**config.mk**
```make
export PLATFORM = sky130hd
export DESIGN_NAME = tbp_port
export DESIGN_NICKNAME = d
export VERILOG_FILES = /design/src/tbp_port.v /design/src/tbp_bit.v
export VERILOG_INCLUDE_DIRS = /design/src /design/src/src
export SDC_FILE = /design/constraint.sdc
export NUM_CORES = 1
export LEC_CHECK = 0
export BUFFER_PORTS_ARGS = -buffer_cell sky130_fd_sc_hd__buf_2
export CELL_PAD_IN_SITES_DETAIL_PLACEMENT = 1
export CELL_PAD_IN_SITES_GLOBAL_PLACEMENT = 2
export CORE_UTILIZATION = 31
export DETAILED_ROUTE_END_ITERATION = 8
export PLACE_DENSITY = 0.81
export SLEW_MARGIN = 40
export SYNTH_ARGS = -nofsm -noshare
export SYNTH_HDL_FRONTEND = slang
export SYNTH_SLANG_ARGS = --single-unit
```
**constraint.sdc**
```tcl
create_clock -name clk -period 1.9 [get_ports clk]
set_clock_uncertainty 0.2 [all_clocks]
set_input_delay 0 -clock clk [delete_from_list [all_inputs] [get_ports clk]]
set_output_delay 0 -clock clk [all_outputs]
set_load 0.005 [all_outputs]
```
**src/tbp_map.vh**
```
// Register offsets, field positions and reset values of the two-bit port
`ifndef TBP_MAP_VH
`define TBP_MAP_VH

// ----------------------------------------
// Register offsets
// ----------------------------------------
`define TBP_OFS_DATA 8'h01
`define TBP_OFS_DIR 8'h05
`define TBP_OFS_PULL 8'h11

// ----------------------------------------
// Field positions
// ----------------------------------------
`define TBP_EXT_LO 2
`define TBP_EXT_HI 3
`define TBP_IMPL_BITS 6

// ----------------------------------------
// Reset values
// ----------------------------------------
`define TBP_DIR_RST 1'b0
`define TBP_UNIMPL_RD 2'h0

`endif

```
**src/tbp_port.v**
```verilog
// Two-bit bidirectional port with pulldown control and register access
//
// Function
// - Two external pins, each software programmable as input or output.
// - Each pin has a read/write data latch untouched by reset.
// - Direction bit one selects output, zero selects input.
// - Reset clears all direction bits so pins start as inputs.
// - Direction one enables the output driver; zero turns the driver off.
// - Data read of an output pin returns its latch.
// - Data read of an input pin returns the pin level.
// - Data writes always load latches; inputs are unaffected.
// - Input pins get a pulldown unless inhibited.
// - Inhibit one disables the pulldown, zero keeps it.
// - Reset loads both external inhibit bits from the reset option.
// - With reset option set, reset leaves external inputs with pulldowns off.
// - Bits 5, 4, 1, 0 read/write but have no pins.
// - Internal bits always pulled down as inputs, no inhibit control.
//
// Strobed register access is this design's own decision.
`include "tbp_map.vh"

module tbp_port #(
    parameter AW = 8
) (
    // Clock, enable and reset
    input wire clk,
    input wire ce,
    input wire sys_rst,
    // Reset-time option
    input wire reset_pulldown_disable_option,
    // Register port
    input wire [AW-1:0] addr,
    input wire [7:0] wdata,
    input wire wr,
    input wire rd,
    output wire [7:0] rdata,
    // External pins
    input wire [1:0] pin_in,
    output wire [1:0] pin_out,
    output wire [1:0] pin_oe,
    output wire [1:0] pin_pulldown_en
);

    // ----------------------------------------
    // Address decode
    // ----------------------------------------
    function hit;
        input [AW-1:0] a;
        input [7:0] ofs;
        begin
            hit = (a == ofs[AW-1:0]);
        end
    endfunction

    wire data_sel = hit(addr, `TBP_OFS_DATA);
    wire dir_sel = hit(addr, `TBP_OFS_DIR);
    wire pull_sel = hit(addr, `TBP_OFS_PULL);

    wire [`TBP_IMPL_BITS-1:0] rd_bits;
    wire [`TBP_IMPL_BITS-1:0] dir_bits;
    wire [`TBP_IMPL_BITS-1:0] drv_bits;
    wire [`TBP_IMPL_BITS-1:0] pd_bits;
    reg [7:0] rdata_reg;
    reg [7:0] rdata_next;

    // ----------------------------------------
    // Bit cells
    // ----------------------------------------
    genvar i;
    generate
        for (i = 0; i < `TBP_IMPL_BITS; i = i + 1) begin : g_bit
            localparam EXT = (i >= `TBP_EXT_LO) && (i <= `TBP_EXT_HI);
            wire lvl;
            if (EXT) begin : g_ext
                assign lvl = pin_in[i-`TBP_EXT_LO];
            end else begin : g_int
                // No pin: the permanent pulldown holds it low
                assign lvl = 1'b0;
            end
            tbp_bit #(
                .HAS_INH(EXT ? 1 : 0)
            ) u_bit (
                .clk(clk),
                .ce(ce),
                .sys_rst(sys_rst),
                .data_we(wr & data_sel),
                .dir_we(wr & dir_sel),
                .inh_we(wr & pull_sel),
                .wbit(wdata[i]),
                .inh_rst_val(reset_pulldown_disable_option),
                .pin_level(lvl),
                .drive_en(dir_bits[i]),
                .drive_val(drv_bits[i]),
                .pulldown_en(pd_bits[i]),
                .read_bit(rd_bits[i])
            );
        end
    endgenerate

    // ----------------------------------------
    // Read path
    // ----------------------------------------
    // Inhibit register is write-only, so it reads as zero
    always @* begin
        rdata_next = 8'h00;
        if (rd) begin
            if (data_sel) begin
                rdata_next = {`TBP_UNIMPL_RD, rd_bits};
            end else if (dir_sel) begin
                rdata_next = {`TBP_UNIMPL_RD, dir_bits};
            end
        end
    end

    always @(posedge clk) begin
        if (sys_rst) begin
            rdata_reg <= 8'h00;
        end else if (ce) begin
            rdata_reg <= rdata_next;
        end
    end

    assign rdata = rdata_reg;

    // ----------------------------------------
    // Pin outputs
    // ----------------------------------------
    assign pin_oe = dir_bits[`TBP_EXT_HI:`TBP_EXT_LO];
    assign pin_out = drv_bits[`TBP_EXT_HI:`TBP_EXT_LO];
    assign pin_pulldown_en = pd_bits[`TBP_EXT_HI:`TBP_EXT_LO];

endmodule

```
**src/tbp_bit.v**
```verilog
// One bit position of the port: latch, direction and pulldown inhibit
`include "tbp_map.vh"

module tbp_bit #(
    parameter HAS_INH = 0
) (
    // Clock and reset
    input wire clk,
    input wire ce,
    input wire sys_rst,
    // Write side
    input wire data_we,
    input wire dir_we,
    input wire inh_we,
    input wire wbit,
    input wire inh_rst_val,
    // Pin side
    input wire pin_level,
    output wire drive_en,
    output wire drive_val,
    output wire pulldown_en,
    // Read side
    output wire read_bit
);

    reg latch_reg;
    reg dir_reg;
    reg inh_reg;

    // ----------------------------------------
    // Data latch
    // ----------------------------------------
    // No reset: contents survive every reset
    always @(posedge clk) begin
        if (ce && data_we) begin
            latch_reg <= wbit;
        end
    end

    // ----------------------------------------
    // Direction and inhibit
    // ----------------------------------------
    always @(posedge clk) begin
        if (sys_rst) begin
            dir_reg <= `TBP_DIR_RST;
        end else if (ce && dir_we) begin
            dir_reg <= wbit;
        end
    end

    always @(posedge clk) begin
        if (sys_rst) begin
            inh_reg <= (HAS_INH != 0) ? inh_rst_val : 1'b0;
        end else if (ce && inh_we && (HAS_INH != 0)) begin
            inh_reg <= wbit;
        end
    end

    // ----------------------------------------
    // Pin and read behaviour
    // ----------------------------------------
    assign drive_en = dir_reg;
    // Gated so the unreset latch never shows on an undriven pin
    assign drive_val = latch_reg & dir_reg;
    // Internal positions ignore inhibit entirely
    assign pulldown_en = ~dir_reg & ~inh_reg;
    assign read_bit = dir_reg ? latch_reg : pin_level;

endmodule

```
Word level (Yosys, flattened, before mapping)
Cells that the tools add are included.
{"block": "totals", "ff_bits": 22, "input_bits": 24, "out_inout_bits": 14, "word_cells": 46}
{"block": "op_classes", "eq_ne": 3, "n_mux": 13, "bitwise": 11, "reduce_logical": 4}
{"cell": "two-way mux 6 bit", "count": 3}
{"cell": "two-way mux 1 bit", "count": 10}
{"cell": "equality test 8 x 1 -> 1 bit (second input constant)", "count": 1}
{"cell": "equality test 8 x 3 -> 1 bit (second input constant)", "count": 1}
{"cell": "equality test 8 x 5 -> 1 bit (second input constant)", "count": 1}
{"cell": "AND 1 bit", "count": 7}
{"cell": "NOT 1 bit", "count": 4}
{"cell": "logical AND 1 bit", "count": 3}
{"cell": "nonzero test 2 bit", "count": 1}

Longest topological paths before layout
Gate-level depths: netlist of the first run.
{"block": "depth", "word_depth": 5, "mapped_depth": 4, "ltp_nobuf": 3}

Cells and area by module
A second synthesis of the first run with hierarchy kept.
{"block": "unflattened", "cells_unflattened": 103, "area_unflattened_um2": 1129.8}
{"module": "tbp_port", "n_inst": 1, "cells_each": 43, "area_each_um2": 431.7, "seq_area_each_um2": 120.1}
{"module": "tbp_bit (g_bit[0].u_bit ...)", "n_inst": 4, "cells_each": 9, "area_each_um2": 98.8, "seq_area_each_um2": 50.0}
{"module": "tbp_bit (g_bit[2].u_bit ...)", "n_inst": 2, "cells_each": 12, "area_each_um2": 151.4, "seq_area_each_um2": 80.1}

Worst setup path before layout of the first run
No wires, ideal clock.
{"block": "synth_path", "kind": "input port to flip-flop", "start": "input addr[3]", "end": "register g_bit[0].u_bit.latch_reg (enable)", "setup_ns": 0.304, "arrival_time_ns": 0.715, "required_time_ns": 1.396, "slack_ns": 0.680, "stages": 3, "path_buffers": 0, "cell_sequence": "nor3b_2 > and3b_1 > and2_2"}
{"block": "synth_between", "elab_chain_cells": 3}
{"element": "start, declared", "line_no": "tbp_port.v:32", "rtl": "input wire [AW-1:0] addr,"}
{"element": "equality test 8 x 1 -> 1 bit", "line_no": "tbp_port.v:51", "rtl": "hit = (a == ofs[AW-1:0]);"}
{"element": "AND 1 bit", "line_no": "tbp_port.v:86", "rtl": ".data_we(wr & data_sel),"}
{"element": "logical AND 1 bit", "line_no": "tbp_bit.v:35", "rtl": "if (ce && data_we) begin"}
{"element": "end signal, assigned", "line_no": "tbp_bit.v:36", "rtl": "latch_reg <= wbit;"}
{"element": "end, declared", "line_no": "tbp_bit.v:26", "rtl": "reg latch_reg;"}
No other way between the ends.
A chain may end at the register's enable or synchronous reset.

Worst setup path after layout of the first run
{"block": "layout_path", "start": "input addr[5]", "end": "register rdata_reg[4], in the netlist rdata[4]"}
{"block": "layout_between", "elab_chain_cells": 4, "elab_cells_between_ends": 5, "classes_between": "eq/ne (2); mux (3)"}
{"element": "equality test 8 x 3 -> 1 bit", "line_no": "tbp_port.v:51"}
{"element": "two-way mux 6 bit", "line_no": "tbp_port.v:109", "rtl": "end else if (dir_sel) begin"}
{"element": "two-way mux 6 bit (*)", "line_no": "tbp_port.v:107", "rtl": "if (data_sel) begin"}
{"element": "two-way mux 6 bit (*)", "line_no": "tbp_port.v:106", "rtl": "if (rd) begin"}
{"element": "end signal, assigned", "line_no": "tbp_port.v:119", "rtl": "rdata_reg <= rdata_next;"}
{"element": "end, declared", "line_no": "tbp_port.v:63", "rtl": "reg [7:0] rdata_reg;"}
Every way passes the cells marked *; elsewhere a longest branch is shown, timed or not.

==> summary.md, run 1 <==
| Metric | Value |
|---|---|
| Status | finished, final reports clean |
| Worst path bufs/invs | 3 |
| # diodes | 0 |
| Met1 Usage GRT | 0.176 |
| Critical Setup Path Class | in -> reg |
| Post-synth EDFFs | 8 |
| Synth top area share | 0.235 |
| GRT overflow | 0 |
| Total CTS buffers | 3 |
| Period utilization | 0.955 |
| Top post-synthesis cells by count | dfxtp_1 (12), nand2b_1 (10), buf_4 (8), edfxtp_1 (8) |
| Multi-input logic area | ~460 um^2 |
| Ys async rst share | 0 |
| Antenna viol nets, final | 0 |
| Crit-path most repeated cell | dlygate4sd3_1 |
| FF+latch count, synth | 20 |
| Worst Setup End Kind | flop |
| Synth top area cells | dfxtp_1 (24%), edfxtp_1 (24%), nand2b_1 (6.1%) |
| # setup viols final | 0 |
| Fmax | ~0.55 GHz |
| Placed cells | between 150 and 200 |
| # IOs | 38 |
| Drt total wl | 2470 um |
| First-pass GRT wire length | 3890 um |
| Final Wtd Congestion | 0.694 |
| Die W | between 50 and 60 um |
| CTS tree | yes |
| Comb pwr share | 0.138 |
| Syn-to-layout area delta | 38.1% |
| Vias in the first global route | 887 |
| Crit-path cells | dlygate4sd3_1, buf_2, nor4_4, nand4_1, a21oi_1, dlygate4sd3_1 |
| Leakage | 0.000593 uW |
| Max Root-Sink Buffers | 2 |
| Clock Sinks | 20 |
| Min Clock Period, post-route | 1.81 ns |
| Synth Area per Inst | 10.7 um^2 |
| Pre-Repair DR Iteration Count | 3 |
| Global Route met2 Usage | 0.274 |
| Die area | 0.00353 mm^2 |
| Final hold violations | 0 |
| FF/Latch Area | 480 um^2 |
| Max stage delay on crit path | 0.55 ns |
| Sw Share | 0.228 |
| Pins over their slew limit | 0 |
| Peak supply drop | 0.000295 V |
| Fin cells | 188 |
| Clock transition at path regs | 0.12 ns |
| Final net count | 169 |
| Initial antenna violation count | 0 |
| Synth cell types | 27 |
| Design internal power | 594 uW |
| Peak fanout along the critical path | 5 |
| Fillers | around 370 |
| Sequential power share | 0.587 |
| DP Wirelength | 1720 um |
| CTS Root Cell | clkbuf_4 |
| H-tree depth | 1 |
| MaxCap Viol Count | 0 |
| Pwr Total | around 770 uW |
| Sequential area share after synthesis | 0.471 |
| DRC | 0 |
| CP Data Required Time | 1.96 ns |
| Net Switching | 175 uW |
| Largest net degree at the start of global routing | 21 |
| Slowest library cell on the worst path | dlygate4sd3_1 |
| CORE AREA | 0.00308 mm^2 |
| Ys flop type | dfxtp_1 |
| Delay-heaviest family, CP | buffers and inverters |
| Most frequent cell after synthesis | dfxtp_1 |
| M3 GR Usage | 0.0197 |
| Worst hold path class | in -> reg |
| Vias/cell | approximately 4.4 |
| P per Cell Area | approximately 550 mW/mm^2 |
| Layout cell share with drive strength beyond 1 | 0.354 |
| Routed vias | 836 |
| WL per Instance | roughly 13 um |
| Warning count from the yosys run | 0 |
| Yosys top cell by area | dfxtp_1 |
| Clock group share of total power | 0.275 |
| Port Buffers | 33 |
| FP Rows | 20 |
| 1st-iter DRT viols | 20 |
| GR Util All Layers | 0.151 |
| DIE HEIGHT | 59.4 um |
| Mapped Cells | 95 |
| Initial Utilization | 0.332 |
| Post-Syn Area | 0.00102 mm^2 |
| Worst setup SP type | input pin |
| Most used routing layer | met2 |
| CP arrival | around 1.9 ns |
| Clock latency on the worst-skew pair | around 0.3 ns |
[power by group through the flow]
| stage | clock network, uW | logic (uW) | registers (uW) |
|---|---|---|---|
| after CTS | 216 | 97.4 | 451 |
| after floorplan | 0 | 42.1 | 461 |
| final | 212 | 106 | 451 |
| after global placement | 0 | 69.6 | 461 |
| after detailed placement | 0 | 72.0 | 461 |
| after global routing | 242 | 117 | 452 |
[worst paths after layout]
path	from	end	slack, ns	depth (start not counted)
hold reg to reg	rdata[0]	rdata[0]	0.28	2
setup / recovery	addr[5]	rdata[4]	0.09	6
setup reg to reg	g_bit[4].u_bit.latch_reg	rdata[4]	0.35	4
hold / removal	rd	rdata[5]	0.01	4
[layout make-up]
type / instances / share of cell area
flip-flops and latches: 20 / 0.341
repair buffers: 56 / 0.276
multi-input cells: 64 / 0.326
clock buffers: 4 / 0.0186
well taps: 44 / 0.0390
[cells in the final DEF (no fill, tap or decap), types with 2 or more instances in the layout]
master | synthesis | final
a32o_1 | 2 | 2
conb_1 | 1 | 2
and2_2 | 2 | 2
nand2b_1 | 10 | 10
edfxtp_1 | 8 | 8
nand4_1 | 5 | 5
buf_2 | 0 | 33
or2b_1 | 2 | 2
a21oi_1 | 4 | 4
and2_1 | 4 | 4
or2b_2 | 6 | 6
o21a_1 | 4 | 4
dlygate4sd3_1 | 0 | 19
buf_4 | 8 | 3
nand2_1 | 3 | 3
dfxtp_1 | 12 | 12
nor2_1 | 3 | 3
mux2i_1 | 6 | 6
clkbuf_4 | 0 | 3
o21ai_0 | 4 | 4
[metal layers]
metal	up-vias	wire length, um
met1	390	1070
met5	-	0
met2	21	1280
met3	4	88
li1	421	-
met4	0	29
[per-stage QoR]
stage | cell area, um^2 | hold WS (ns) | TNS [ns] | worst slack (ns) | utilization
global placement | 1160 | -0.0149 | 0 | 0.451 | 0.377
CTS | 1360 | -0.132 | 0 | 0.0251 | 0.441
detailed placement | 1160 | -0.0111 | 0 | 0.398 | 0.377
floorplan | 1020 | -0.101 | 0 | 0.680 | -
global route | 1410 | 0.0170 | -0.0179 | -0.0179 | 0.458
finish | 1410 | 0.0121 | 0 | 0.0852 | 0.458
[kinds of logic after synthesis]
family / share of synthesized area
AOI/OAI and AO/OA: 0.0968
buffers and inverters: 0.0895
and+or+nand+nor: 0.281
other: 0.00367
muxes: 0.0588
DFF: 0.471
[tightest hold or removal path: cells and delay by family]
kind / cells / cell delay (ns)
buffers and inverters: 1 / 0.10
AND/OR/NAND/NOR: 2 / 0.30
AO/OA/AOI/OAI: 1 / 0.06
[timing repair]
action	4_1_cts	5_1_grt
setup buffers	0	3
endpoints found under the setup margin	0	1
gates resized for setup	0	2
hold buffers	17	2
hold endpoints to repair	22	3
Note: power is estimated with default switching activity, not from simulation.
==> run 2: changes to the inputs <==
--- a/config.mk
+++ b/config.mk
@@ -9,6 +9,7 @@
 export BUFFER_PORTS_ARGS = -buffer_cell sky130_fd_sc_hd__buf_2
 export CELL_PAD_IN_SITES_DETAIL_PLACEMENT = 1
 export CELL_PAD_IN_SITES_GLOBAL_PLACEMENT = 2
+export CORE_ASPECT_RATIO = 0.5
 export CORE_UTILIZATION = 31
 export DETAILED_ROUTE_END_ITERATION = 8
 export PLACE_DENSITY = 0.81
==> run 2 against run 1 <==
Effect of this change: worst hold slack got worse by 0.0036 ns; combinational power fell by 11%; first-iteration DRC count rose by 55%; global-route usage fell by 2.0 points; clock power rose by 52%; sequential power barely moved; fmax rose by 0.73%; core utilization fell by 1.5 points; die area rose by 0.39%; highest routed layer unchanged.
==> summary.md, run 2 (synthesized netlist as in run 1, its figures left out) <==
| Metric | Value |
|---|---|
| Fmax | 0.555 GHz |
| Max stage delay on crit path | 0.61 ns |
| First-pass GRT wire length | 3610 um |
| Delay-heaviest family, CP | buffers and inverters |
| Slowest library cell on the worst path | dlygate4sd3_1 |
| GRT overflow | 0 |
| P per Cell Area | between 600 and 700 mW/mm^2 |
| Min Clock Period, post-route | between 1.5 and 2 ns |
| # IOs | 38 |
| DP Wirelength | 1570 um |
| Post-place instance area | 0.00116 mm^2 |
| Die area | 0.00354 mm^2 |
| # diodes | 0 |
| Status | finished, final reports clean |
| Setup TNS | 0 ns |
| Final instance area | around 0.0014 mm^2 |
| Met1 Usage GRT | 0.158 |
| Port Buffers | 33 |
| Worst setup SP type | input pin |
| Most used routing layer | met2 |
| DIE HEIGHT | around 43 um |
| Setup bufs post-CTS | 0 |
| Peak fanout along the critical path | 8 |
| Total CTS buffers | 3 |
| Sequential power share | 0.520 |
| Layout cell share with drive strength beyond 1 | 0.360 |
| Worst hold path class | in -> reg |
| Commonest cells after routing, fill and taps aside | buf_2 (33), dlygate4sd3_1 (14), dfxtp_1 (12) |
| Pins over their slew limit | 0 |
| CP Data Required Time | 1.89 ns |
| Final hold violations | 0 |
| Routed vias | approximately 800 |
| CTS Root Cell | clkbuf_8 |
| CTS tree | yes |
| Peak supply drop | around 0.0002 V |
| Final net count | roughly 160 |
| GR Util All Layers | 0.130 |
| Design internal power | 688 uW |
| Fillers | between 300 and 400 |
| Worst path bufs/invs | 3 |
| Worst reg2reg setup slack | 0.69 ns |
| FF/Latch Area | between 400 and 500 um^2 |
| Max Root-Sink Buffers | 2 |
| Antenna viol nets, final | 0 |
| Leakage | 0.000569 uW |
| Crit-path most repeated cell | dlygate4sd3_1 |
| DRC | 0 |
| Clock latency on the worst-skew pair | 0.26 ns |
| H-tree depth | 1 |
| Net Switching | 180 uW |
| Initial Utilization | 0.333 |
| Multi-input logic area | 459 um^2 |
| Die W | 83.2 um |
| Drt total wl | roughly 2200 um |
| Clock transition at path regs | 0.07 ns |
| Initial antenna violation count | 0 |
| FP Rows | 14 |
| RSZ-0062 raised after global routing | no |
| Crit-path cells | dlygate4sd3_1, buf_2, nor3b_4, dlygate4sd3_1, nand4_1, a21oi_1 |
| Final Wtd Congestion | just under 0.7 |
| Period utilization | 0.948 |
| CORE AREA | 0.00307 mm^2 |
| Clock Sinks | 20 |
| Clock group share of total power | 0.371 |
| Worst Setup End Kind | flop |
| Vias in the first global route | 821 |
| Pre-Repair DR Iteration Count | 4 |
| Sw Share | 0.207 |
| Commonest non-fill, non-tap cell in the layout | buf_2 |
| MaxCap Viol Count | 0 |
| CP arrival | 1.80 ns |
| M3 GR Usage | 0.0374 |
| Largest net degree at the start of global routing | 21 |
| Critical Setup Path Class | in -> reg |
| Syn-to-layout area delta | 33.0% |
| WL per Instance | 12.5 um |
| Comb pwr share | 0.109 |
| 1st-iter DRT viols | 31 |
| Global Route met2 Usage | 0.236 |
| Vias/cell | around 4.5 |
| # setup viols final | 0 |
run 2: cell types whose count changed in the layout (fill, tap and decap cells not counted):
cell and delta:
clkbuf_4 -3, dlygate4sd3_1 -5, clkbuf_8 +4, buf_4 -2, clkbuf_1 -1, buf_6 -1
run 2: timing repair:
item,4_1_cts,5_1_grt
resized for setup,0,1
endpoints found under the setup margin,0,7
endpoints found under the hold margin,22,0
hold buffers,14,0
run 2: cell type report:
cell class / count / share of cell area
Tap cell: 40 / 0.0369
Multi-Input combinational cell: 64 / 0.338
Timing Repair Buffer: 48 / 0.230
Clock buffer: 4 / 0.0406
Sequential cell: 20 / 0.354
run 2: tightest hold or removal path, cell delays in order:
cell	delay (ns)
buf_2	0.16
nand4_1	0.17
mux2i_1	0.09
run 2: path summary, 6_finish.rpt:
path,startpoint,cells past startpoint,to
max reg2reg,g_bit[2].u_bit.latch_reg,3,rdata[2]
min reg2reg,rdata[5],2,rdata[5]
max,addr[1],6,rdata[5]
min,addr[2],3,g_bit[3].u_bit.drive_en
run 2: routing by layer:
metal | share of wire | routed length [um] | up-vias
met5 | 0 | 0 | -
met4 | 0.0050 | 11 | 0
met3 | 0.038 | 83 | 2
met2 | 0.50 | 1100 | 15
met1 | 0.46 | 1010 | 376
li1 | - | - | 406
run 2: power by group through the flow:
stage	Sequential, uW	Clock (uW)	Combinational, uW
final	451	322	94.5
after global routing	452	350	104
after CTS	451	331	92.5
after detailed placement	461	0	71.0
after global placement	461	0	69.4
after floorplan	461	0	42.1
run 2: stage by stage:
step	hold slack [ns]	setup WS [ns]	util	cells	power [uW]
2_1_floorplan	-0.101	0.680	-	96	503
3_3_place_gp	-0.0129	0.402	0.377	158	530
3_5_place_dp	-0.0120	0.419	0.377	158	532
4_1_cts	0.0123	0.0390	0.441	176	875
5_1_grt	0.0197	0.000751	0.443	176	906
6_report	0.00844	0.0983	0.443	176	867
